$ cat config.mk
export PLATFORM = sky130hd
export DESIGN_NAME = dftm_top
export DESIGN_NICKNAME = d
export VERILOG_FILES = /design/src/rtl/dftm_pkg.sv /design/src/rtl/dftm_sync.sv /design/src/rtl/dftm_top.sv
export SDC_FILE = /design/constraint.sdc
export NUM_CORES = 1
export LEC_CHECK = 0
export BUFFER_PORTS_ARGS = -buffer_cell sky130_fd_sc_hd__buf_4
export CORE_MARGIN = 5
export CORE_UTILIZATION = 59
export CTS_CLUSTER_DIAMETER = 100
export DETAILED_ROUTE_END_ITERATION = 10
export PLACE_DENSITY = 0.78
export SYNTH_ARGS = -nofsm -noshare
export SYNTH_HDL_FRONTEND = slang
export SYNTH_HIERARCHICAL = 1
export SYNTH_SLANG_ARGS = --single-unit
$ cat constraint.sdc
create_clock -name clk_sys -period 2.9 [get_ports clk_sys]
set_clock_uncertainty 0.1 [all_clocks]
set_input_delay 0.29 -clock clk_sys [delete_from_list [all_inputs] [get_ports clk_sys]]
set_output_delay 0.29 -clock clk_sys [all_outputs]
set_load 0.01 [all_outputs]
$ cat src/rtl/dftm_pkg.sv
// Package with constants and types for the drive fault trip manager
// How it works
// - Heat-sink temperature above limit raises a latched over-heat trip.
// - Excessive short-circuit current from DC detector raises a latched trip.
// - Input terminal set to function 4 raises latched external trip when asserted.
// - Input terminal set to function 5 blocks output while asserted, level type.
// - Memory error, converter offset or either watchdog raises a fatal diagnostic trip.
// - Parameter read or write failure reports as the memory-error cause.
// - Faulty switch temperature sensor raises a latched sensor-open trip.
// - Fan error raises latched fan trip only when fan action is 0, small models.
// - Pre-regulation active and feedback low for persistence time raises latched trip.
// - Brake output function 35 with starting current below threshold latches brake trip.
// - Nonzero lost-command action gives level trip on lost command while running.
// - Missing or poorly connected I/O board raises latched board trip.
// - Hold error lasting beyond 5 s switches to rotating error display pattern.
// - Keypad communication failure during parameter write raises latched trip.
// - With comm option card installed, its comm error raises a latched trip.
// - Thermistor over limit or faulty input raises a latched thermistor trip.
// - Level faults clear by themselves and are never logged in history.
// - Latched faults clear only after condition goes and reset input arrives.
// - Fatal faults persist until power cycle even if condition is gone.
package dftm_pkg;

  localparam int unsigned NUM_DIN = 7;
  localparam int unsigned NUM_FAULT = 16;
  localparam int unsigned CLK_HZ = 200_000_000;

  // Function codes
  localparam logic [7:0] DIN_FUNC_EXT_TRIP = 8'h04;
  localparam logic [7:0] DIN_FUNC_OUT_BLOCK = 8'h05;
  localparam logic [7:0] DOUT_FUNC_BRAKE = 8'h23;
  localparam logic [1:0] FAN_ACTION_TRIP = 2'h0;

  // Hold display timeout
  localparam int unsigned HOLD_TIMEOUT_MS = 5000;
  localparam longint unsigned HOLD_TIMEOUT_CYC =
    longint'(HOLD_TIMEOUT_MS) * longint'(CLK_HZ) / 64'd1000;
  // Rotating display advances one pattern step per this many cycles
  localparam int unsigned ROT_STEP_CYC = 32'h0262_5a00;

  // Register word offsets and reset values
  localparam logic [3:0] REG_DIN_FUNC_LO = 4'h0;
  localparam logic [3:0] REG_DIN_FUNC_HI = 4'h1;
  localparam logic [3:0] REG_CONFIG = 4'h2;
  localparam logic [3:0] REG_STATUS = 4'h3;
  localparam logic [3:0] REG_TRIP = 4'h4;
  localparam logic [3:0] REG_FEEDBACK_TIME = 4'h5;
  localparam logic [31:0] CONFIG_RESET = 32'h0000_0000;
  localparam logic [31:0] FB_TIME_RESET = 32'h0000_03e8;

  // Fault bit positions
  localparam int unsigned F_OVER_HEAT = 0;
  localparam int unsigned F_SHORT_CIRCUIT = 1;
  localparam int unsigned F_EXT_TRIP = 2;
  localparam int unsigned F_OUT_BLOCK = 3;
  localparam int unsigned F_HW_DIAG = 4;
  localparam int unsigned F_SENSOR_OPEN = 5;
  localparam int unsigned F_FAN = 6;
  localparam int unsigned F_FEEDBACK_LOSS = 7;
  localparam int unsigned F_BRAKE = 8;
  localparam int unsigned F_LOST_CMD = 9;
  localparam int unsigned F_BOARD = 10;
  localparam int unsigned F_PARAM_WRITE = 11;
  localparam int unsigned F_OPTION = 12;
  localparam int unsigned F_THERMISTOR = 13;
  localparam int unsigned F_HOLD_ERR = 14;
  localparam int unsigned F_RSVD = 15;

  // Fault classes: level, latch, fatal
  localparam logic [NUM_FAULT-1:0] LEVEL_MASK = 16'h0208;
  localparam logic [NUM_FAULT-1:0] FATAL_MASK = 16'h0010;

  // Diagnostic cause bits
  localparam int unsigned DIAG_MEM = 0;
  localparam int unsigned DIAG_ADC = 1;
  localparam int unsigned DIAG_WDT1 = 2;
  localparam int unsigned DIAG_WDT2 = 3;

  localparam logic [4:0] TRIP_CODE_NONE = 5'h1f;

  typedef enum logic [1:0] {
    DFTM_HOLD_IDLE = 2'b00,
    DFTM_HOLD_WAIT = 2'b01,
    DFTM_HOLD_ROTATE = 2'b10
  } dftm_hold_state_type;

endpackage

$ cat src/rtl/dftm_sync.sv
// Two-flop synchroniser bank for asynchronous inputs
`timescale 1ns/10ps
`default_nettype none
module dftm_sync #(
  parameter int unsigned WIDTH = 1
) (
  input wire logic clk_sys,
  input wire logic rst_n,
  input wire logic [WIDTH-1:0] async_in,
  output logic [WIDTH-1:0] sync_out
);
  logic [WIDTH-1:0] meta_q;
  logic [WIDTH-1:0] sync_q;
  logic [WIDTH-1:0] meta_d;
  logic [WIDTH-1:0] sync_d;

  always_comb begin
    meta_d = async_in;
    sync_d = meta_q;
    if (!rst_n) begin
      meta_d = '0;
      sync_d = '0;
    end
  end

  always_ff @(posedge clk_sys) begin
    meta_q <= meta_d;
    sync_q <= sync_d;
  end

  assign sync_out = sync_q;
endmodule
`default_nettype wire

$ cat src/rtl/dftm_top.sv
// Fault trip manager with Avalon-MM configuration and status registers
//
// Implementation choices: register access over Avalon-MM and the register addresses.
`timescale 1ns/10ps
`default_nettype none
module dftm_top #(
  parameter longint unsigned HOLD_TIMEOUT_CYC = dftm_pkg::HOLD_TIMEOUT_CYC,
  parameter int unsigned ROT_STEP_CYC = dftm_pkg::ROT_STEP_CYC
) (
  input wire logic clk_sys,
  input wire logic rst_n,
  input wire logic [3:0] avs_address,
  input wire logic avs_read,
  input wire logic avs_write,
  input wire logic [31:0] avs_writedata,
  output logic [31:0] avs_readdata,
  output logic avs_waitrequest,
  output logic [1:0] avs_response,
  input wire logic [6:0] din_terminal,
  input wire logic fault_reset_in,
  input wire logic heat_sink_over_temp,
  input wire logic short_circuit_detect,
  input wire logic parameter_memory_error,
  input wire logic param_access_fail,
  input wire logic adc_offset_error,
  input wire logic watchdog1_timeout,
  input wire logic watchdog2_timeout,
  input wire logic switch_sensor_fault,
  input wire logic fan_error,
  input wire logic pre_regulation_active,
  input wire logic feedback_below_min,
  input wire logic start_current_below_brake,
  input wire logic drive_running,
  input wire logic command_lost,
  input wire logic io_board_absent,
  input wire logic keypad_write_comm_fail,
  input wire logic option_card_installed,
  input wire logic option_comm_error,
  input wire logic thermistor_fault,
  input wire logic hold_error,
  output logic pwm_enable,
  output logic trip_active,
  output logic [4:0] trip_code,
  output logic [3:0] diag_cause,
  output logic [15:0] history_event,
  output logic rotate_display,
  output logic [2:0] rotate_phase
);
  localparam int unsigned NF = dftm_pkg::NUM_FAULT;
  localparam int unsigned NUM_ASYNC = 28;

  logic [NUM_ASYNC-1:0] raw_in;
  logic [NUM_ASYNC-1:0] syn;

  assign raw_in = {din_terminal, fault_reset_in, heat_sink_over_temp, short_circuit_detect,
    parameter_memory_error, param_access_fail, adc_offset_error, watchdog1_timeout,
    watchdog2_timeout, switch_sensor_fault, fan_error, pre_regulation_active,
    feedback_below_min, start_current_below_brake, drive_running, command_lost,
    io_board_absent, keypad_write_comm_fail, option_card_installed, option_comm_error,
    thermistor_fault, hold_error};

  // External pins arrive asynchronously; only the synchronised copies are used
  dftm_sync #(.WIDTH(NUM_ASYNC)) u_sync (
    .clk_sys(clk_sys),
    .rst_n(rst_n),
    .async_in(raw_in),
    .sync_out(syn)
  );

  logic [6:0] s_din;
  logic s_rst_in, s_heat, s_short, s_mem, s_pacc, s_adc, s_wd1, s_wd2, s_sens, s_fan;
  logic s_prereg, s_fblow, s_brk, s_run, s_lost, s_io, s_kpw, s_opt, s_oerr, s_therm, s_hold;

  assign s_din = syn[NUM_ASYNC-1 -: 7];
  assign {s_rst_in, s_heat, s_short, s_mem, s_pacc, s_adc, s_wd1, s_wd2, s_sens, s_fan,
    s_prereg, s_fblow, s_brk, s_run, s_lost, s_io, s_kpw, s_opt, s_oerr, s_therm,
    s_hold} = syn[NUM_ASYNC-8:0];

  // Configuration registers
  logic [31:0] din_func_lo_q, din_func_lo_d, din_func_hi_q, din_func_hi_d;
  logic [31:0] config_q, config_d, fb_time_q, fb_time_d;

  function automatic logic din_has_func(input logic [63:0] funcs, input logic [6:0] din,
                                        input logic [7:0] code);
    logic hit;
    hit = 1'b0;
    for (int i = 0; i < dftm_pkg::NUM_DIN; i++) begin
      if (din[i] && funcs[i*8 +: 8] == code) begin
        hit = 1'b1;
      end
    end
    return hit;
  endfunction

  logic [63:0] din_funcs;
  logic [1:0] fan_action;
  logic [7:0] lost_command_action, digital_output_function_one, digital_output_function_two;
  logic small_model;

  assign din_funcs = {din_func_hi_q, din_func_lo_q};
  assign fan_action = config_q[1:0];
  assign small_model = config_q[2];
  assign lost_command_action = config_q[15:8];
  assign digital_output_function_one = config_q[23:16];
  assign digital_output_function_two = config_q[31:24];

  // Fault conditions
  logic [NF-1:0] cond;
  logic fb_low_long, brake_function;
  logic [3:0] diag_now;

  assign brake_function = (digital_output_function_one == dftm_pkg::DOUT_FUNC_BRAKE) ||
    (digital_output_function_two == dftm_pkg::DOUT_FUNC_BRAKE);
  assign diag_now = {s_wd2, s_wd1, s_adc, s_mem | s_pacc};

  always_comb begin
    cond = '0;
    cond[dftm_pkg::F_OVER_HEAT] = s_heat;
    cond[dftm_pkg::F_SHORT_CIRCUIT] = s_short;
    cond[dftm_pkg::F_EXT_TRIP] = din_has_func(din_funcs, s_din,
      dftm_pkg::DIN_FUNC_EXT_TRIP);
    cond[dftm_pkg::F_OUT_BLOCK] = din_has_func(din_funcs, s_din,
      dftm_pkg::DIN_FUNC_OUT_BLOCK);
    cond[dftm_pkg::F_HW_DIAG] = |diag_now;
    cond[dftm_pkg::F_SENSOR_OPEN] = s_sens;
    cond[dftm_pkg::F_FAN] = s_fan && small_model &&
      (fan_action == dftm_pkg::FAN_ACTION_TRIP);
    cond[dftm_pkg::F_FEEDBACK_LOSS] = fb_low_long;
    cond[dftm_pkg::F_BRAKE] = brake_function && s_brk;
    cond[dftm_pkg::F_LOST_CMD] = (lost_command_action != 8'h00) && s_run && s_lost;
    cond[dftm_pkg::F_BOARD] = s_io;
    cond[dftm_pkg::F_PARAM_WRITE] = s_kpw;
    cond[dftm_pkg::F_OPTION] = s_opt && s_oerr;
    cond[dftm_pkg::F_THERMISTOR] = s_therm;
    cond[dftm_pkg::F_HOLD_ERR] = s_hold;
  end

  // Feedback persistence counter
  logic [31:0] fb_cnt_q, fb_cnt_d;
  always_comb begin
    fb_cnt_d = fb_cnt_q;
    if (!(s_prereg && s_fblow)) begin
      fb_cnt_d = '0;
    end else if (fb_cnt_q < fb_time_q) begin
      fb_cnt_d = fb_cnt_q + 32'd1;
    end
    if (!rst_n) begin
      fb_cnt_d = '0;
    end
  end
  assign fb_low_long = s_prereg && s_fblow && (fb_cnt_q >= fb_time_q);

  // Fault state
  logic [NF-1:0] fault_q, fault_d;
  logic [3:0] diag_q, diag_d;
  logic rst_in_q, rst_in_d, reset_edge;
  assign reset_edge = s_rst_in && !rst_in_q;

  always_comb begin
    fault_d = fault_q;
    diag_d = diag_q | diag_now;
    rst_in_d = s_rst_in;
    for (int i = 0; i < NF; i++) begin
      if (dftm_pkg::LEVEL_MASK[i]) begin
        fault_d[i] = cond[i];
      end else if (dftm_pkg::FATAL_MASK[i]) begin
        fault_d[i] = fault_q[i] | cond[i];
      end else if (cond[i]) begin
        fault_d[i] = 1'b1;
      end else if (reset_edge) begin
        fault_d[i] = 1'b0;
      end
    end
    fault_d[dftm_pkg::F_HOLD_ERR] = 1'b0;
    fault_d[dftm_pkg::F_RSVD] = 1'b0;
    if (!rst_n) begin
      fault_d = '0;
      diag_d = '0;
      rst_in_d = 1'b0;
    end
  end

  // History pulses only for newly set non-level faults
  logic [15:0] hist_q, hist_d;
  always_comb begin
    hist_d = fault_d & ~fault_q & ~dftm_pkg::LEVEL_MASK;
    if (!rst_n) begin
      hist_d = '0;
    end
  end

  // Trip code: lowest active bit has priority
  logic [4:0] code_d, code_q;
  logic pwm_d, pwm_q;
  always_comb begin
    code_d = dftm_pkg::TRIP_CODE_NONE;
    for (int i = NF - 1; i >= 0; i--) begin
      if (fault_q[i]) begin
        code_d = 5'(i);
      end
    end
    pwm_d = (fault_q == '0);
    if (!rst_n) begin
      code_d = dftm_pkg::TRIP_CODE_NONE;
      pwm_d = 1'b0;
    end
  end

  // Hold error timer and rotating display
  dftm_pkg::dftm_hold_state_type hold_q, hold_d;
  logic [63:0] hold_cnt_q, hold_cnt_d;
  logic [31:0] rot_cnt_q, rot_cnt_d;
  logic [2:0] phase_q, phase_d;

  always_comb begin
    hold_d = hold_q;
    hold_cnt_d = hold_cnt_q;
    rot_cnt_d = rot_cnt_q;
    phase_d = phase_q;
    unique case (hold_q)
      dftm_pkg::DFTM_HOLD_IDLE: begin
        hold_cnt_d = '0;
        if (cond[dftm_pkg::F_HOLD_ERR]) begin
          hold_d = dftm_pkg::DFTM_HOLD_WAIT;
        end
      end
      dftm_pkg::DFTM_HOLD_WAIT: begin
        if (!cond[dftm_pkg::F_HOLD_ERR]) begin
          hold_d = dftm_pkg::DFTM_HOLD_IDLE;
        end else if (hold_cnt_q >= HOLD_TIMEOUT_CYC - 64'd1) begin
          hold_d = dftm_pkg::DFTM_HOLD_ROTATE;
          rot_cnt_d = '0;
          phase_d = '0;
        end else begin
          hold_cnt_d = hold_cnt_q + 64'd1;
        end
      end
      dftm_pkg::DFTM_HOLD_ROTATE: begin
        if (!cond[dftm_pkg::F_HOLD_ERR]) begin
          hold_d = dftm_pkg::DFTM_HOLD_IDLE;
        end else if (rot_cnt_q >= ROT_STEP_CYC - 32'd1) begin
          rot_cnt_d = '0;
          phase_d = phase_q + 3'd1;
        end else begin
          rot_cnt_d = rot_cnt_q + 32'd1;
        end
      end
      default: begin
        hold_d = dftm_pkg::DFTM_HOLD_IDLE;
      end
    endcase
    if (!rst_n) begin
      hold_d = dftm_pkg::DFTM_HOLD_IDLE;
      hold_cnt_d = '0;
      rot_cnt_d = '0;
      phase_d = '0;
    end
  end

  // Avalon-MM slave; one wait state so read data come from a register
  logic ack_q, ack_d;
  logic [31:0] rdata_q, rdata_d;
  logic [1:0] resp_q, resp_d;
  logic req, mapped;

  assign req = (avs_read || avs_write) && !ack_q;
  assign mapped = (avs_address <= dftm_pkg::REG_FEEDBACK_TIME);

  always_comb begin
    ack_d = req;
    rdata_d = rdata_q;
    resp_d = mapped ? 2'b00 : 2'b11;
    din_func_lo_d = din_func_lo_q;
    din_func_hi_d = din_func_hi_q;
    config_d = config_q;
    fb_time_d = fb_time_q;
    // Write lands only on the completing edge, when waitrequest is low
    if (ack_q && avs_write) begin
      unique case (avs_address)
        dftm_pkg::REG_DIN_FUNC_LO: din_func_lo_d = avs_writedata;
        dftm_pkg::REG_DIN_FUNC_HI: din_func_hi_d = {8'h00, avs_writedata[23:0]};
        dftm_pkg::REG_CONFIG: config_d = avs_writedata;
        dftm_pkg::REG_FEEDBACK_TIME: fb_time_d = avs_writedata;
        default: ;
      endcase
    end
    if (req && avs_read) begin
      unique case (avs_address)
        dftm_pkg::REG_DIN_FUNC_LO: rdata_d = din_func_lo_q;
        dftm_pkg::REG_DIN_FUNC_HI: rdata_d = din_func_hi_q;
        dftm_pkg::REG_CONFIG: rdata_d = config_q;
        dftm_pkg::REG_STATUS: rdata_d = {16'h0000, fault_q};
        dftm_pkg::REG_TRIP: rdata_d = {17'h0, hold_q == dftm_pkg::DFTM_HOLD_ROTATE, phase_q,
          diag_q, 2'b00, code_q};
        dftm_pkg::REG_FEEDBACK_TIME: rdata_d = fb_time_q;
        default: rdata_d = 32'h0000_0000;
      endcase
    end
    if (!rst_n) begin
      ack_d = 1'b0;
      rdata_d = '0;
      resp_d = 2'b00;
      din_func_lo_d = dftm_pkg::CONFIG_RESET;
      din_func_hi_d = dftm_pkg::CONFIG_RESET;
      config_d = dftm_pkg::CONFIG_RESET;
      fb_time_d = dftm_pkg::FB_TIME_RESET;
    end
  end

  always_ff @(posedge clk_sys) begin
    din_func_lo_q <= din_func_lo_d;
    din_func_hi_q <= din_func_hi_d;
    config_q <= config_d;
    fb_time_q <= fb_time_d;
    fb_cnt_q <= fb_cnt_d;
    fault_q <= fault_d;
    diag_q <= diag_d;
    rst_in_q <= rst_in_d;
    hist_q <= hist_d;
    code_q <= code_d;
    pwm_q <= pwm_d;
    hold_q <= hold_d;
    hold_cnt_q <= hold_cnt_d;
    rot_cnt_q <= rot_cnt_d;
    phase_q <= phase_d;
    ack_q <= ack_d;
    rdata_q <= rdata_d;
    resp_q <= resp_d;
  end

  assign avs_waitrequest = (avs_read || avs_write) && !ack_q;
  assign avs_readdata = rdata_q;
  assign avs_response = resp_q;
  assign pwm_enable = pwm_q;
  assign trip_active = !pwm_q;
  assign trip_code = code_q;
  assign diag_cause = diag_q;
  assign history_event = hist_q;
  assign rotate_display = (hold_q == dftm_pkg::DFTM_HOLD_ROTATE);
  assign rotate_phase = phase_q;
endmodule
`default_nettype wire

== After elaboration in Yosys (flattened, before gate mapping) ==
Index checks and enable logic that the tools add are counted.

* Output and inout port bits: 66
* Word-level logic and storage cells: 187
* Memory bits (writable): 0
* Bits in latches: 0
* Register bits: 387
* Input bits: 68
* ROM bits: 0
* Memories kept: 0

* Reductions and logical operators: 48
* $lt $le $gt $ge: 5
* Shift operators: 0
* $add $sub $neg: 4
* Bitwise gates (word level): 5
* Mux-type cells: 73
* Equal/unequal tests: 31
* Multiply operators: 0
* Div/mod/pow operators: 0

{| class="wikitable"
|+ Operator list
! kind !! count
|-
| $pmux W32 S6 || 1
|-
| $mux W32 || 4
|-
| $mux W64 || 2
|-
| $pmux W64 S2 || 1
|-
| $eq A8 B3 Y1 const B || 14
|-
| $mux W5 || 16
|-
| $add A32 B1 Y32 const B || 2
|-
| $add A64 B1 Y64 const B || 1
|-
| $ge A64 B30 Y1 const B || 1
|-
| $pmux W32 S2 || 1
|-
| $mux W1 || 36
|-
| $ge A32 B26 Y1 const B || 1
|-
| $ge A32 B32 Y1 || 1
|-
| $lt A32 B32 Y1 || 1
|-
| $logic_and A1 B1 Y1 || 26
|-
| $and A16 B16 Y16 || 1
|-
| $eq A8 B6 Y1 const B || 2
|-
| $logic_not A16 Y1 || 1
|-
| $not A16 Y16 || 1
|-
| $mux W14 || 1
|-
| $mux W3 || 4
|-
| $mux W2 || 5
|-
| $reduce_and A2 Y1 || 5
|-
| $eq A4 B2 Y1 const B || 2
|-
| 23 further kinds || 36
|}

== Longest topological paths before layout ==
Gate-level depths: netlist of the first run.

* Depth after elaboration: 16
* Depth in mapped cells: 12
* Mapped depth without buffers: 9

== Cells and area by module ==
The synthesis of the first run kept the hierarchy.

{| class="wikitable"
|+ By module, submodules not included
! module !! area an instance (um2) !! times used !! cells each !! seq. area each (um2)
|-
| dftm_top || 14612.8 || 1 || 1801 || 6486.2
|-
| dftm_sync || 1532.7 || 1 || 118 || 1121.1
|}

== Least setup slack after synthesis of the first run ==
OpenSTA, ideal clock, no wires.

* Kind: register to register
* Start point: register fb_time_q[14]
* End point: register fb_cnt_q[8]
* Arrival: 2.331 ns
* Setup time: 0.115 ns
* Cell stages (with the launch flop): 12
* Clock period less this slack: 2.546 ns
* Setup slack: 0.354 ns
* Path buffers: 2
* Required time: 2.685 ns
* Path through: dfxtp_1 > inv_1 > ha_1 > nand4_1 > or4_1 > a21o_1 > o211a_2 > o211ai_2 > buf_4 > buf_6 > nor3_1 > o21a_1

* Word-level cells in the longest chain between the ends: 1

{| class="wikitable"
|+ Ends and longest elaborated chain
! what !! line !! text
|-
| from (decl) || dftm_top.sv:81 || <nowiki>logic [31:0] config_q, config_d, fb_time_q, fb_time_d;</nowiki>
|-
| from (signal assigned) || dftm_top.sv:314 || <nowiki>fb_time_q <= fb_time_d;</nowiki>
|-
| $lt A32 B32 Y1 || dftm_top.sv:144 || <nowiki>end else if (fb_cnt_q < fb_time_q) begin</nowiki>
|-
| to (signal assigned) || dftm_top.sv:315 || <nowiki>fb_cnt_q <= fb_cnt_d;</nowiki>
|-
| to (decl) || dftm_top.sv:139 || <nowiki>logic [31:0] fb_cnt_q, fb_cnt_d;</nowiki>
|}

Every way passes these cells.
A chain may end at the register's enable or synchronous reset.

== Worst setup path after layout of the first run ==
* Start point: register fb_time_q[7]
* End point: register fb_cnt_q[21]

Same word-level chain as after synthesis.

==> metrics.md, run 1 <==
| Metric | Value |
|---|---|
| Synth Area in XOR/XNOR | `0.0271` |
| Max-cap violations | `0` |
| Buffers added on ports | `~130` |
| RSZ-0062 raised after global routing | `false` |
| Top cells by count, synth | `dfxtp_1 (380), nand2_1 (356), a21oi_1 (199)` |
| Fraction of the mapped netlist area in adder cells | `0.0279` |
| Largest net degree at the start of global routing | `164` |
| Area share of and/or/nand/nor cells after synthesis | `0.266` |
| Mux contribution to synthesized area | `0.00558` |
| DRC | `0` |
| Synthesis-stage register bit count | `380` |
| Routed WL | `between 40000 and 50000 um` |
| Nets | `approximately 2.2k` |
| CP arrival | `just over 3000 ps` |
| Hold Path Stages | `3` |
| Critical-path cell list | `inv_1 > ha_1 > a21oi_1 > o21ai_0 > a21oi_1 > o211a_2 > o211ai_2 > buf_12 > or4_1 > a21oi_1` |
| Multi-input logic area | `7850 sq um` |
| Vias | `about 15k` |
| Hold Crit Start | `avs_address[3]` |
| Crit path launch type | `flop` |
| Worst r2r dst | `fb_cnt_q[21]` |
| Post-DR vias/cell | `6.04` |
| Main combinational cell family by area after synthesis | `simple AND/OR/NAND/NOR gates` |
| Total gr overflow | `0` |
| Rel. slew slack | `0.392` |
| Post-route cell area | `19400 sq um` |
| Initial antenna violation count | `2` |
| Kind of critical path | `flop to flop` |
| Unique cell type count in the Yosys netlist | `65` |
| DR WL/cell | `about 19 um` |
| Cell Area, Synth | `approximately 16000 sq um` |
| Starting density of the core | `0.599` |
| Pre-CTS worst setup slack | `240 ps` |
| Worst Hold Endpoint | `avs_response[0]` |
| Register area share after synthesis | `0.471` |
| Synth area leaders | `dfxtp_1 (47%), nand2_1 (8.3%), a21oi_1 (6.2%)` |
| Yosys warns | `6` |
| Ys flop type | `dfxtp_1` |
| Number of DRC markers in iteration 0 | `around 1.5k` |
| Clock root cell | `clkbuf_16` |
| Crit path time final | `2700 ps` |
| Post-synth EDFFs | `0` |
| Share of cells above drive strength 1 | `0.132` |
| Fin util | `0.722` |
| LEAKAGE | `between 7 and 8 nW` |
| Delay-heaviest family, CP | `compound AO/OA/AOI/OAI gates` |
| Tightest Hold Check Type | `primary input to flop` |
| CP Max Fanout | `24` |
| Clock buffer depth | `3` |
| Die area | `between 30000 and 40000 sq um` |
| GRT Resource Usage Total | `0.287` |
| Synth-to-Final Area Change | `20.5%` |
| Setup violations, final | `0` |
| Largest area contributor in the netlist | `dfxtp_1` |
| Crit path top cell by count | `a21oi_1` |
| CP required | `~3300 ps` |
| Setup TNS | `0 ps` |
| Top cell type's share of synthesized area | `0.471` |
| Clock Sinks | `380` |
| Crit path max-delay cell type | `or4_1` |
| First drt pass iteration count | `6` |
| Most common cell in the synthesized netlist | `dfxtp_1` |
| Synthesized area per cell | `roughly 8.4 sq um` |
| Compound-gate portion of the synthesized area | `0.156` |
| Final Max Slew Viols | `0` |
| Asr flop ratio synth | `0` |
| Ports | `about 130` |
| # H-tree levels | `2` |
| Row cnt | `60` |
| Worst-Margin Slew | `between 900 and 1000 ps` |
| Die Width | `between 150 and 200 um` |
| Critical Path Sink Type | `flop` |
| Max Fclk | `~0.37 GHz` |
| Synthesized instance count | `1919` |
| Routability cong. | `around 0.93` |
| TritonCTS Buffers | `40` |
| Reg2reg start | `fb_time_q[7]` |
| PwrDens | `approximately 580 nW/um^2` |
| Part of the cycle the worst path needs | `0.933` |
| Reg2reg path depth | `10` |
| Die Height | `~180 um` |
| Number of global-route vias before repair | `14.5k` |
| Placed insts | `between 2k and 2.5k` |
| Worst Slack Setup Final | `between 150 and 200 ps` |
| Ant. Diodes | `0` |
| Status | `completed` |
| Final ANT Viol Nets | `0` |
| Max VDD drop | `~0.47 mV` |
| Bufs and invs on worst path | `2` |
| DP Area | `around 17000 sq um` |
| FILL cells | `between 2k and 2.5k` |
| Clock Latency Late Sink | `between 500 and 600 ps` |
| First-pass GRT wire length | `roughly 74000 um` |
| CTS tree | `yes` |
| R2R setup slack | `200 ps` |
| Slowest cell delay on critical path | `roughly 500 ps` |
| FF/Latch Area | `approximately 7600 sq um` |
| Clk pin slew, worst setup/hold paths | `60 ps` |
| Final Hold Vio Count | `0` |
| Post-DP HPWL | `approximately 31000 um` |
| Final Non-Filler Cells | `~2.5k` |
| Core ar. | `~27000 sq um` |
[power breakdown]
group / total [W] / switching (W) / internal (W) / leakage [nW]
Clock: 0.00537 / 0.00208 / 0.00330 / 0.685
Sequential: 0.00535 / 0.0000551 / 0.00529 / 3.08
Combinational: 0.000484 / 0.000266 / 0.000217 / 3.29
[sequential cells by signal (all words and copies together) (netlist names), 5 cells and up]
name / flops
u_sync/sync_out: 28
din_func_hi_q: 24
rot_cnt_q: 32
avs_readdata: 32
history_event: 12
trip_code: 5
din_func_lo_q: 32
fb_cnt_q: 32
fault_q: 14
hold_cnt_q: 64
fb_time_q: 32
config_q: 32
u_sync/meta_q: 28
[metrics by stage]
stage / hold WS (ps) / power (W)
after floorplan: 312 / 0.00565
after global placement: 313 / 0.00585
after detailed placement: 318 / 0.00586
after CTS: 12.4 / 0.0112
after global routing: 45.0 / 0.0115
final: 27.6 / 0.0112
[layout make-up]
type                            count  share of cell area
Tap cell                          341              0.0219
Clock inverter                     13              0.0107
Sequential cell                   380               0.391
Inverter                           52              0.0102
Timing Repair Buffer              237               0.101
Clock buffer                       57              0.0610
Multi-Input combinational cell   1371               0.404
[metal layers]
layer | up-vias | routed length, um | global-route usage | share of wire
li1 | 7023 | - | - | -
met1 | 7004 | 19000 | 0.378 | 0.42
met2 | 664 | 21300 | 0.484 | 0.47
met3 | 105 | 3910 | 0.0553 | 0.086
met4 | 0 | 1230 | 0.0809 | 0.027
met5 | - | 0 | 0 | 0
[kinds of logic after synthesis]
family,Yosys count
simple gates,872
flops,380
xor+xnor,50
other cells,1
fa+ha+maj,36
compound gates,400
mux,9
buf+inv,171
[worst max path at each step]
stage / from / end / slack, ps / cells past startpoint
6_report: fb_time_q[7] / fb_cnt_q[21] / 200 / 10
5_1_grt: fb_cnt_q[17] / fb_cnt_q[21] / 2 / 9
4_1_cts: fb_cnt_q[17] / fb_cnt_q[21] / 220 / 9
3_5_place_dp: fb_cnt_q[17] / fb_cnt_q[15] / 240 / 9
3_3_place_gp: fb_cnt_q[17] / fb_cnt_q[21] / 290 / 9
2_1_floorplan: fb_time_q[14] / fb_cnt_q[8] / 350 / 11
[cells in the final DEF, fill, tap and decap left out, drive strengths merged, types with 9 or more instances in the layout]
cell type	n
a222oi	19
o2111ai	12
nand2	356
xor2	23
nand4	34
mux2i	9
buf	176
inv	52
clkbuf	57
nand2b	18
o211ai	28
and2	92
nor4	38
or4	14
o21ai	32
or3	10
nand3	40
xnor2	27
dlygate4sd3	61
ha	36
and3	23
a22oi	41
a21oi	199
nor4b	23
a31oi	25
dfxtp	380
nor3	33
nor2	167
[tightest hold or removal path: stages]
cell and delay (ps):
buf_4 140, a21oi_1 90, nor2_1 80
[repair_timing]
action                                  4_1_cts  5_1_grt
endpoints found under the setup margin        0        1
buffers inserted                              0        0
resized for setup                             0        1
hold endpoints to repair                    149        0
hold buffers                                 61        0
Note: power is estimated with default switching activity, not from simulation.
==> inputs of run 2 (changes only) <==
Settings changed: PLACE_DENSITY 0.78 to 0.79, SKIP_LAST_GASP set to 1.
==> run 2 against run 1 <==
Clock power is 4.1% lower. Worst setup slack better by 26 ps. Sequential power hardly changed. First-iteration DRC count is 4.2% higher. Critical path depth stayed put. Sequential share of layout area hardly changed. Largest cell class unchanged. Register-to-register slack better by 30 ps. Hold slack worse by 11 ps.
==> metrics.md, run 2 (synthesis results as in run 1) <==
| Metric | Value |
|---|---|
| Buffers added on ports | `129 (unchanged)` |
| M2 GR Usage | `0.481 (-0.00275)` |
| CP required | `3250 ps (about the same)` |
| Hold Crit Start | `avs_address[1]` |
| Largest net degree at the start of global routing | `130 (-21%)` |
| Most common cell after layout, fill and taps aside | `dfxtp_1` |
| Final ANT Viol Nets | `0 (unchanged)` |
| Tightest Hold Check Type | `primary input to flop` |
| FILL cells | `2039 (-1.2%)` |
| Hold Path Stages | `3 (unchanged)` |
| RSZ-0062 raised after global routing | `false` |
| Commonest cells after routing, fill and taps aside | `dfxtp_1 (380), nand2_1 (356), a21oi_1 (199)` |
| M1 GR Usage | `0.384 (+0.00665)` |
| Clock Latency Late Sink | `530 ps (about the same)` |
| Part of the cycle the worst path needs | `0.924 (-0.00885)` |
| Core ar. | `27000 sq um (unchanged)` |
| Post-DP HPWL | `31100 um (+1.7%)` |
| DR WL/cell | `18.5 um (-0.29%)` |
| GRT Resource Usage Total | `0.289 (+0.00250)` |
| CP arrival | `3030 ps (-30 ps)` |
| Post-DR vias/cell | `5.99 (-0.81%)` |
| GR Util met3 | `0.0502 (-0.00517)` |
| Clock root cell | `clkbuf_16` |
| Crit path time final | `2680 ps (-25.7 ps)` |
| R2R setup slack | `220 ps (+30 ps)` |
| Row cnt | `60 (unchanged)` |
| Ports | `134 (unchanged)` |
| Final Hold Vio Count | `0 (unchanged)` |
| Crit path launch type | `flop` |
| Die Width | `175 um (unchanged)` |
| Starting density of the core | `0.599 (unchanged)` |
| Overall Power | `0.0110 W (-2.0%)` |
| Status | `completed` |
| DRC | `0 (unchanged)` |
| Total gr overflow | `0 (unchanged)` |
| Worst-Margin Slew | `685 ps (-227 ps)` |
| Initial antenna violation count | `1 (-1)` |
| Clk pin slew, worst setup/hold paths | `60 ps (about the same)` |
| Share of cells above drive strength 1 | `0.135 (+0.00328)` |
| First drt pass iteration count | `6 (unchanged)` |
| # H-tree levels | `2 (unchanged)` |
| Delay-heaviest family, CP | `compound AO/OA/AOI/OAI gates` |
| Nets | `2196 (+0.46%)` |
| Critical-path cell list | `inv_1 > ha_1 > a21oi_1 > nor2_1 > a211oi_1 > o211a_2 > o211ai_2 > buf_12 > or4_1 > a21oi_1` |
| Most flops, register | `hold_cnt_q` |
| Vias | `14.7k (-0.45%)` |
| First-pass GRT wire length | `73900 um (+0.35%)` |
| Crit path max-delay cell type | `or4_1` |
| Max-cap violations | `0 (unchanged)` |
| PwrDens | `565 nW/um^2 (-1.9%)` |
| Cts repair resizes | `0 (unchanged)` |
| Setup violations, final | `0 (unchanged)` |
| GRT busiest layer | `met2` |
| Routability cong. | `0.924 (-1.1%)` |
| Rel. slew slack | `0.537 (+0.145)` |
| CTS tree | `yes` |
| Fin util | `0.722 (about the same)` |
| LEAKAGE | `7.08 nW (+0.29%)` |
| Final Max Slew Viols | `0 (unchanged)` |
| Worst Hold Endpoint | `avs_response[0]` |
| Worst r2r dst | `fb_cnt_q[15]` |
| Critical Path Sink Type | `flop` |
| Reg2reg start | `fb_time_q[13]` |
| Setup TNS | `0 ps (unchanged)` |
| Max Fclk | `0.373 GHz (+0.96%)` |
| Number of DRC markers in iteration 0 | `1525 (+4.2%)` |
| Bufs and invs on worst path | `2 (unchanged)` |
| Number of flip-flops in the largest register | `64 (unchanged)` |
| Die area | `30800 sq um (unchanged)` |
| Kind of critical path | `flop to flop` |
| Synth-to-Final Area Change | `20.4% (about the same)` |
| Die Height | `175 um (unchanged)` |
| CP Max Fanout | `24 (unchanged)` |
| TritonCTS Buffers | `39 (-2.5%)` |
| Clock buffer depth | `3 (unchanged)` |
| Slowest cell delay on critical path | `490 ps (about the same)` |
| Crit path top cell by count | `a21oi_1` |
| Reg2reg path depth | `10 (unchanged)` |
| Clock Sinks | `380 (unchanged)` |
| Max VDD drop | `0.505 mV (+6.3%)` |
| Routed WL | `45500 um (about the same)` |
| Number of global-route vias before repair | `14.4k (-1.2%)` |
==> run 2: worst max-delay path by stage <==
stage | from | endpoint | slack, ps | cells after the start
after floorplan | fb_time_q[14] | fb_cnt_q[8] | 350 | 11
after global placement | fb_cnt_q[17] | fb_cnt_q[15] | 320 | 9
after detailed placement | hold_cnt_q[0] | hold_cnt_q[3] | 260 | 9
after CTS | fb_time_q[13] | fb_cnt_q[15] | 220 | 10
after global routing | hold_cnt_q[35] | rot_cnt_q[30] | 20 | 9
final | fb_time_q[13] | fb_cnt_q[15] | 220 | 10
==> run 2: stage by stage <==
stage               instances  hold slack, ps  worst slack, ps  area (sq um)
finish                   2460            16.5              221         19400
global route             2460            41.6             16.2         19400
CTS                      2451           0.254              217         19400
detailed placement       2323             317              255         17500
global placement         2323             314              323         17500
floorplan                1922             312              354         16200
==> run 2: repair_timing <==
| action | in CTS | in global routing |
|---|---|---|
| setup endpoints to repair | 0 | 2 |
| endpoints found under the hold margin | 149 | 0 |
| buffers inserted | 0 | 8 |
| hold buffers | 61 | 0 |
==> run 2: routing by layer <==
layer / vias up / share of wire
li1: 7028 / -
met3: 105 / 0.087
met1: 6920 / 0.41
met5: - / 0
met2: 677 / 0.47
met4: 0 / 0.031
==> run 2: layout make-up <==
type	count	area, sq um	share of cell area
clock inverters	15	213	0.0109
clock buffers	52	1100	0.0568
repair buffers	248	2050	0.106
diodes	1	2.50	0.000129
inverters	52	198	0.0102
multi-input cells	1371	7840	0.403
flip-flops and latches	380	7610	0.391
well taps	341	427	0.0219
==> run 2: worst reg2reg max path, cell delays in order (launching register included) <==
cell and delay (ps):
dfxtp_1 350, inv_1 60, ha_1 310, a21oi_1 150, nor2_1 60, a211oi_1 290, o211a_2 340, o211ai_2 120
buf_12 180, or4_1 500, a21oi_1 140
==> run 2: power breakdown <==
part	switching, W	total (W)	internal, W
Combinational	0.000267	0.000489	0.000222
Clock	0.00203	0.00515	0.00312
Sequential	0.0000517	0.00534	0.00529
==> inputs of run 3 (changes only) <==
Settings changed: CORE_UTILIZATION 59 to 54, PLACE_DENSITY 0.79 to 0.76.
Clock period 2.9 ns to 2.3 ns, I/O delays scaled along.
==> run 3 against run 2 <==
The run now ends with negative setup slack left. Cell count grew 9.3%. Total power increased by 29%. Global-route usage is 0.089 points higher. Core utilization increased by 3.6 points. Register-to-register slack lost 530 ps. Clock power is 30% higher. Critical path depth is the same. Sequential cell count did not move. First-iteration DRC count increased by 25%. Worst setup slack lost 530 ps. Maximum frequency increased by 2.6%.
==> metrics.md, run 3 (synthesis results as in run 1) <==
| Metric | Value |
|---|---|
| Initial antenna violation count | `1 (unchanged)` |
| Part of the cycle the worst path needs | `1.14 (+0.212)` |
| Post-DR vias/cell | `6.05 (+0.99%)` |
| Final ANT Viol Nets | `0 (unchanged)` |
| Starting density of the core | `0.546 (-0.0529)` |
| Clock Power Share | `0.474 (+0.005)` |
| First drt pass iteration count | `9 (+3)` |
| Violated checks | `negative setup slack` |
| Core ar. | `29600 sq um (+9.7%)` |
| DRC | `0 (unchanged)` |
| M1 GR Usage | `0.364 (-0.0205)` |
| GRT Resource Usage Total | `0.290 (+0.000895)` |
| Worst-Margin Slew | `711 ps (+26.9 ps)` |
| M2 GR Usage | `0.493 (+0.0113)` |
| PwrDens | `632 nW/um^2 (+12%)` |
| Routed WL | `54300 um (+19%)` |
| First-pass GRT wire length | `80400 um (+8.8%)` |
| RSZ-0062 raised after global routing | `true` |
| Tightest Hold Check Type | `primary input to flop` |
| DP Area | `18800 sq um (+7.8%)` |
| Share of cells above drive strength 1 | `0.271 (+0.136)` |
| Row cnt | `63 (+5.0%)` |
| Max-cap violations | `0 (unchanged)` |
| Routability cong. | `0.933 (+0.96%)` |
| Setup violations, final | `101 (+101)` |
| Die area | `33500 sq um (+8.7%)` |
| Post-DP HPWL | `31900 um (+2.8%)` |
| Switch share | `0.225 (+0.0112)` |
| CTS tree | `yes` |
| TritonCTS Buffers | `40 (+2.6%)` |
| # H-tree levels | `2 (unchanged)` |
| Crit path time final | `2610 ps (-66.9 ps)` |
| CP required | `2660 ps (-590 ps)` |
| Clock Latency Late Sink | `530 ps (about the same)` |
| CP arrival | `2970 ps (-60 ps)` |
| Status | `finished with violations` |
| Buffers added on ports | `129 (unchanged)` |
| Die Height | `183 um (+4.3%)` |
| Critical-path cell list | `inv_2 > ha_4 > nand4_1 > or4_4 > a21o_1 > o211a_4 > o211ai_4 > buf_6 > o21ai_1 > nor2_1` |
| LEAKAGE | `8.21 nW (+16%)` |
| Number of flip-flops in the largest register | `64 (unchanged)` |
| Slowest cell delay on critical path | `590 ps (+100 ps)` |
| Commonest cells after routing, fill and taps aside | `dfxtp_1 (363), nand2_1 (351), buf_4 (318)` |
| GRT busiest layer | `met2` |
| Die Width | `183 um (+4.3%)` |
| FILL cells | `1865 (-8.5%)` |
| Crit path launch type | `flop` |
| CP Max Fanout | `8 (-67%)` |
| Worst Slack Setup Final | `-312 ps (-533 ps)` |
| Multi-input logic area | `9030 sq um (+15%)` |
| Clk pin slew, worst setup/hold paths | `60 ps (about the same)` |
| FF/Latch Area | `7630 sq um (+0.28%)` |
| Most common cell after layout, fill and taps aside | `dfxtp_1` |
| Number of DRC markers in iteration 0 | `1900 (+25%)` |
| Reg power frac | `0.476 (-0.010)` |
| Synth-to-Final Area Change | `38.7%` |
| Most flops, register | `hold_cnt_q` |
| Nets | `2373 (+8.1%)` |
| Vias | `16.3k (+10%)` |
| Combinational power share | `0.050 (+0.006)` |
| Critical Path Sink Type | `flop` |
| Psw | `0.00319 W (+36%)` |
| Max Fclk | `0.383 GHz (+2.6%)` |
| Post-route cell area | `22400 sq um (+15%)` |
| Rel. slew slack | `0.524 (-0.0128)` |
| GR Util met3 | `0.0563 (+0.00618)` |
| Ports | `134 (unchanged)` |
| DR WL/cell | `20.2 um (+9.3%)` |
| Fin util | `0.758 (+0.0361)` |
| Largest net degree at the start of global routing | `85 (-35%)` |
| Final Max Slew Viols | `0 (unchanged)` |
| Number of global-route vias before repair | `16.0k (+12%)` |
| Final Hold Vio Count | `0 (unchanged)` |
| Kind of critical path | `flop to flop` |
| Total gr overflow | `0 (unchanged)` |
| Crit path max-delay cell type | `or4_4` |
| Clock Sinks | `380 (unchanged)` |
| Clock buffer depth | `3 (unchanged)` |
| Int Pwr | `0.0110 W (+27%)` |
| Max VDD drop | `0.800 mV (+59%)` |
| Clock root cell | `clkbuf_16` |
==> run 3: changes by cell type in the layout (fill, tap and decap cells not counted), moves of 13 or more <==
cell	before	now
dfxtp_1	380	363
nor2_1	166	143
buf_6	0	20
a21oi_1	199	184
o21ai_0	26	9
buf_4	184	318
nor4_4	0	15
buf_12	3	16
dfxtp_2	0	17
nor2_2	1	19
a21oi_2	0	15
==> run 3: cell type report <==
class                   count  share of cell area
clock inverters            21              0.0108
clock buffers              50              0.0505
flip-flops and latches    380               0.341
inverters                  52             0.00883
repair buffers            424               0.164
diodes                      1            0.000112
multi-input cells        1371               0.403
well taps                 390              0.0218
==> run 3: timing repair <==
item	4_1_cts	5_1_grt
pin swaps	76	79
cloned	5	0
hold endpoints to repair	155	0
setup endpoints to repair	95	111
hold buffers	65	0
gates resized for setup	136	128
buffers inserted	20	11
==> run 3: final timing paths <==
kind	startpoint	end	slack (ps)	cells after the start
worst max register to register	fb_time_q[9]	history_event[7]	-310	10
worst max-delay path	fb_time_q[9]	history_event[7]	-310	10
worst min-delay path	avs_address[0]	avs_readdata[18]	310	7
worst min register to register	u_sync/meta_q[18]	u_sync/sync_out[18]	330	1
==> run 3: through the flow <==
step,setup slack [ps],TNS [ps],hold WS (ps),cells,power [W]
floorplan,-178,-1850,252,1922,0.00712
global placement,-233,-7680,313,2523,0.00740
detailed placement,-341,-13740,318,2523,0.00741
global route,-357,-24230,335,2689,0.0145
finish,-312,-15390,310,2689,0.0142
CTS,-205,-7310,281,2682,0.0141
==> run 3: worst max-delay path, delay by kind of cell, from the launching register on <==
| family | cells | cell delay, ps |
|---|---|---|
| buf+inv | 2 | 230 |
| flops | 1 | 340 |
| compound gates | 4 | 770 |
| simple gates | 3 | 840 |
| fa+ha+maj | 1 | 260 |
==> run 3: layer usage <==
layer | vias to the layer above | wire length (um)
li1 | 7403 | -
met1 | 7687 | 20700
met2 | 948 | 26200
met3 | 223 | 4780
met4 | 0 | 2650
met5 | - | 0
==> run 3: power by group through the flow <==
stage / Clock, W / Combinational [W] / Sequential, W
after floorplan: 0 / 0.000263 / 0.00686
after global placement: 0 / 0.000529 / 0.00687
after detailed placement: 0 / 0.000535 / 0.00688
after CTS: 0.00672 / 0.000669 / 0.00673
after global routing: 0.00703 / 0.000750 / 0.00674
final: 0.00671 / 0.000707 / 0.00674
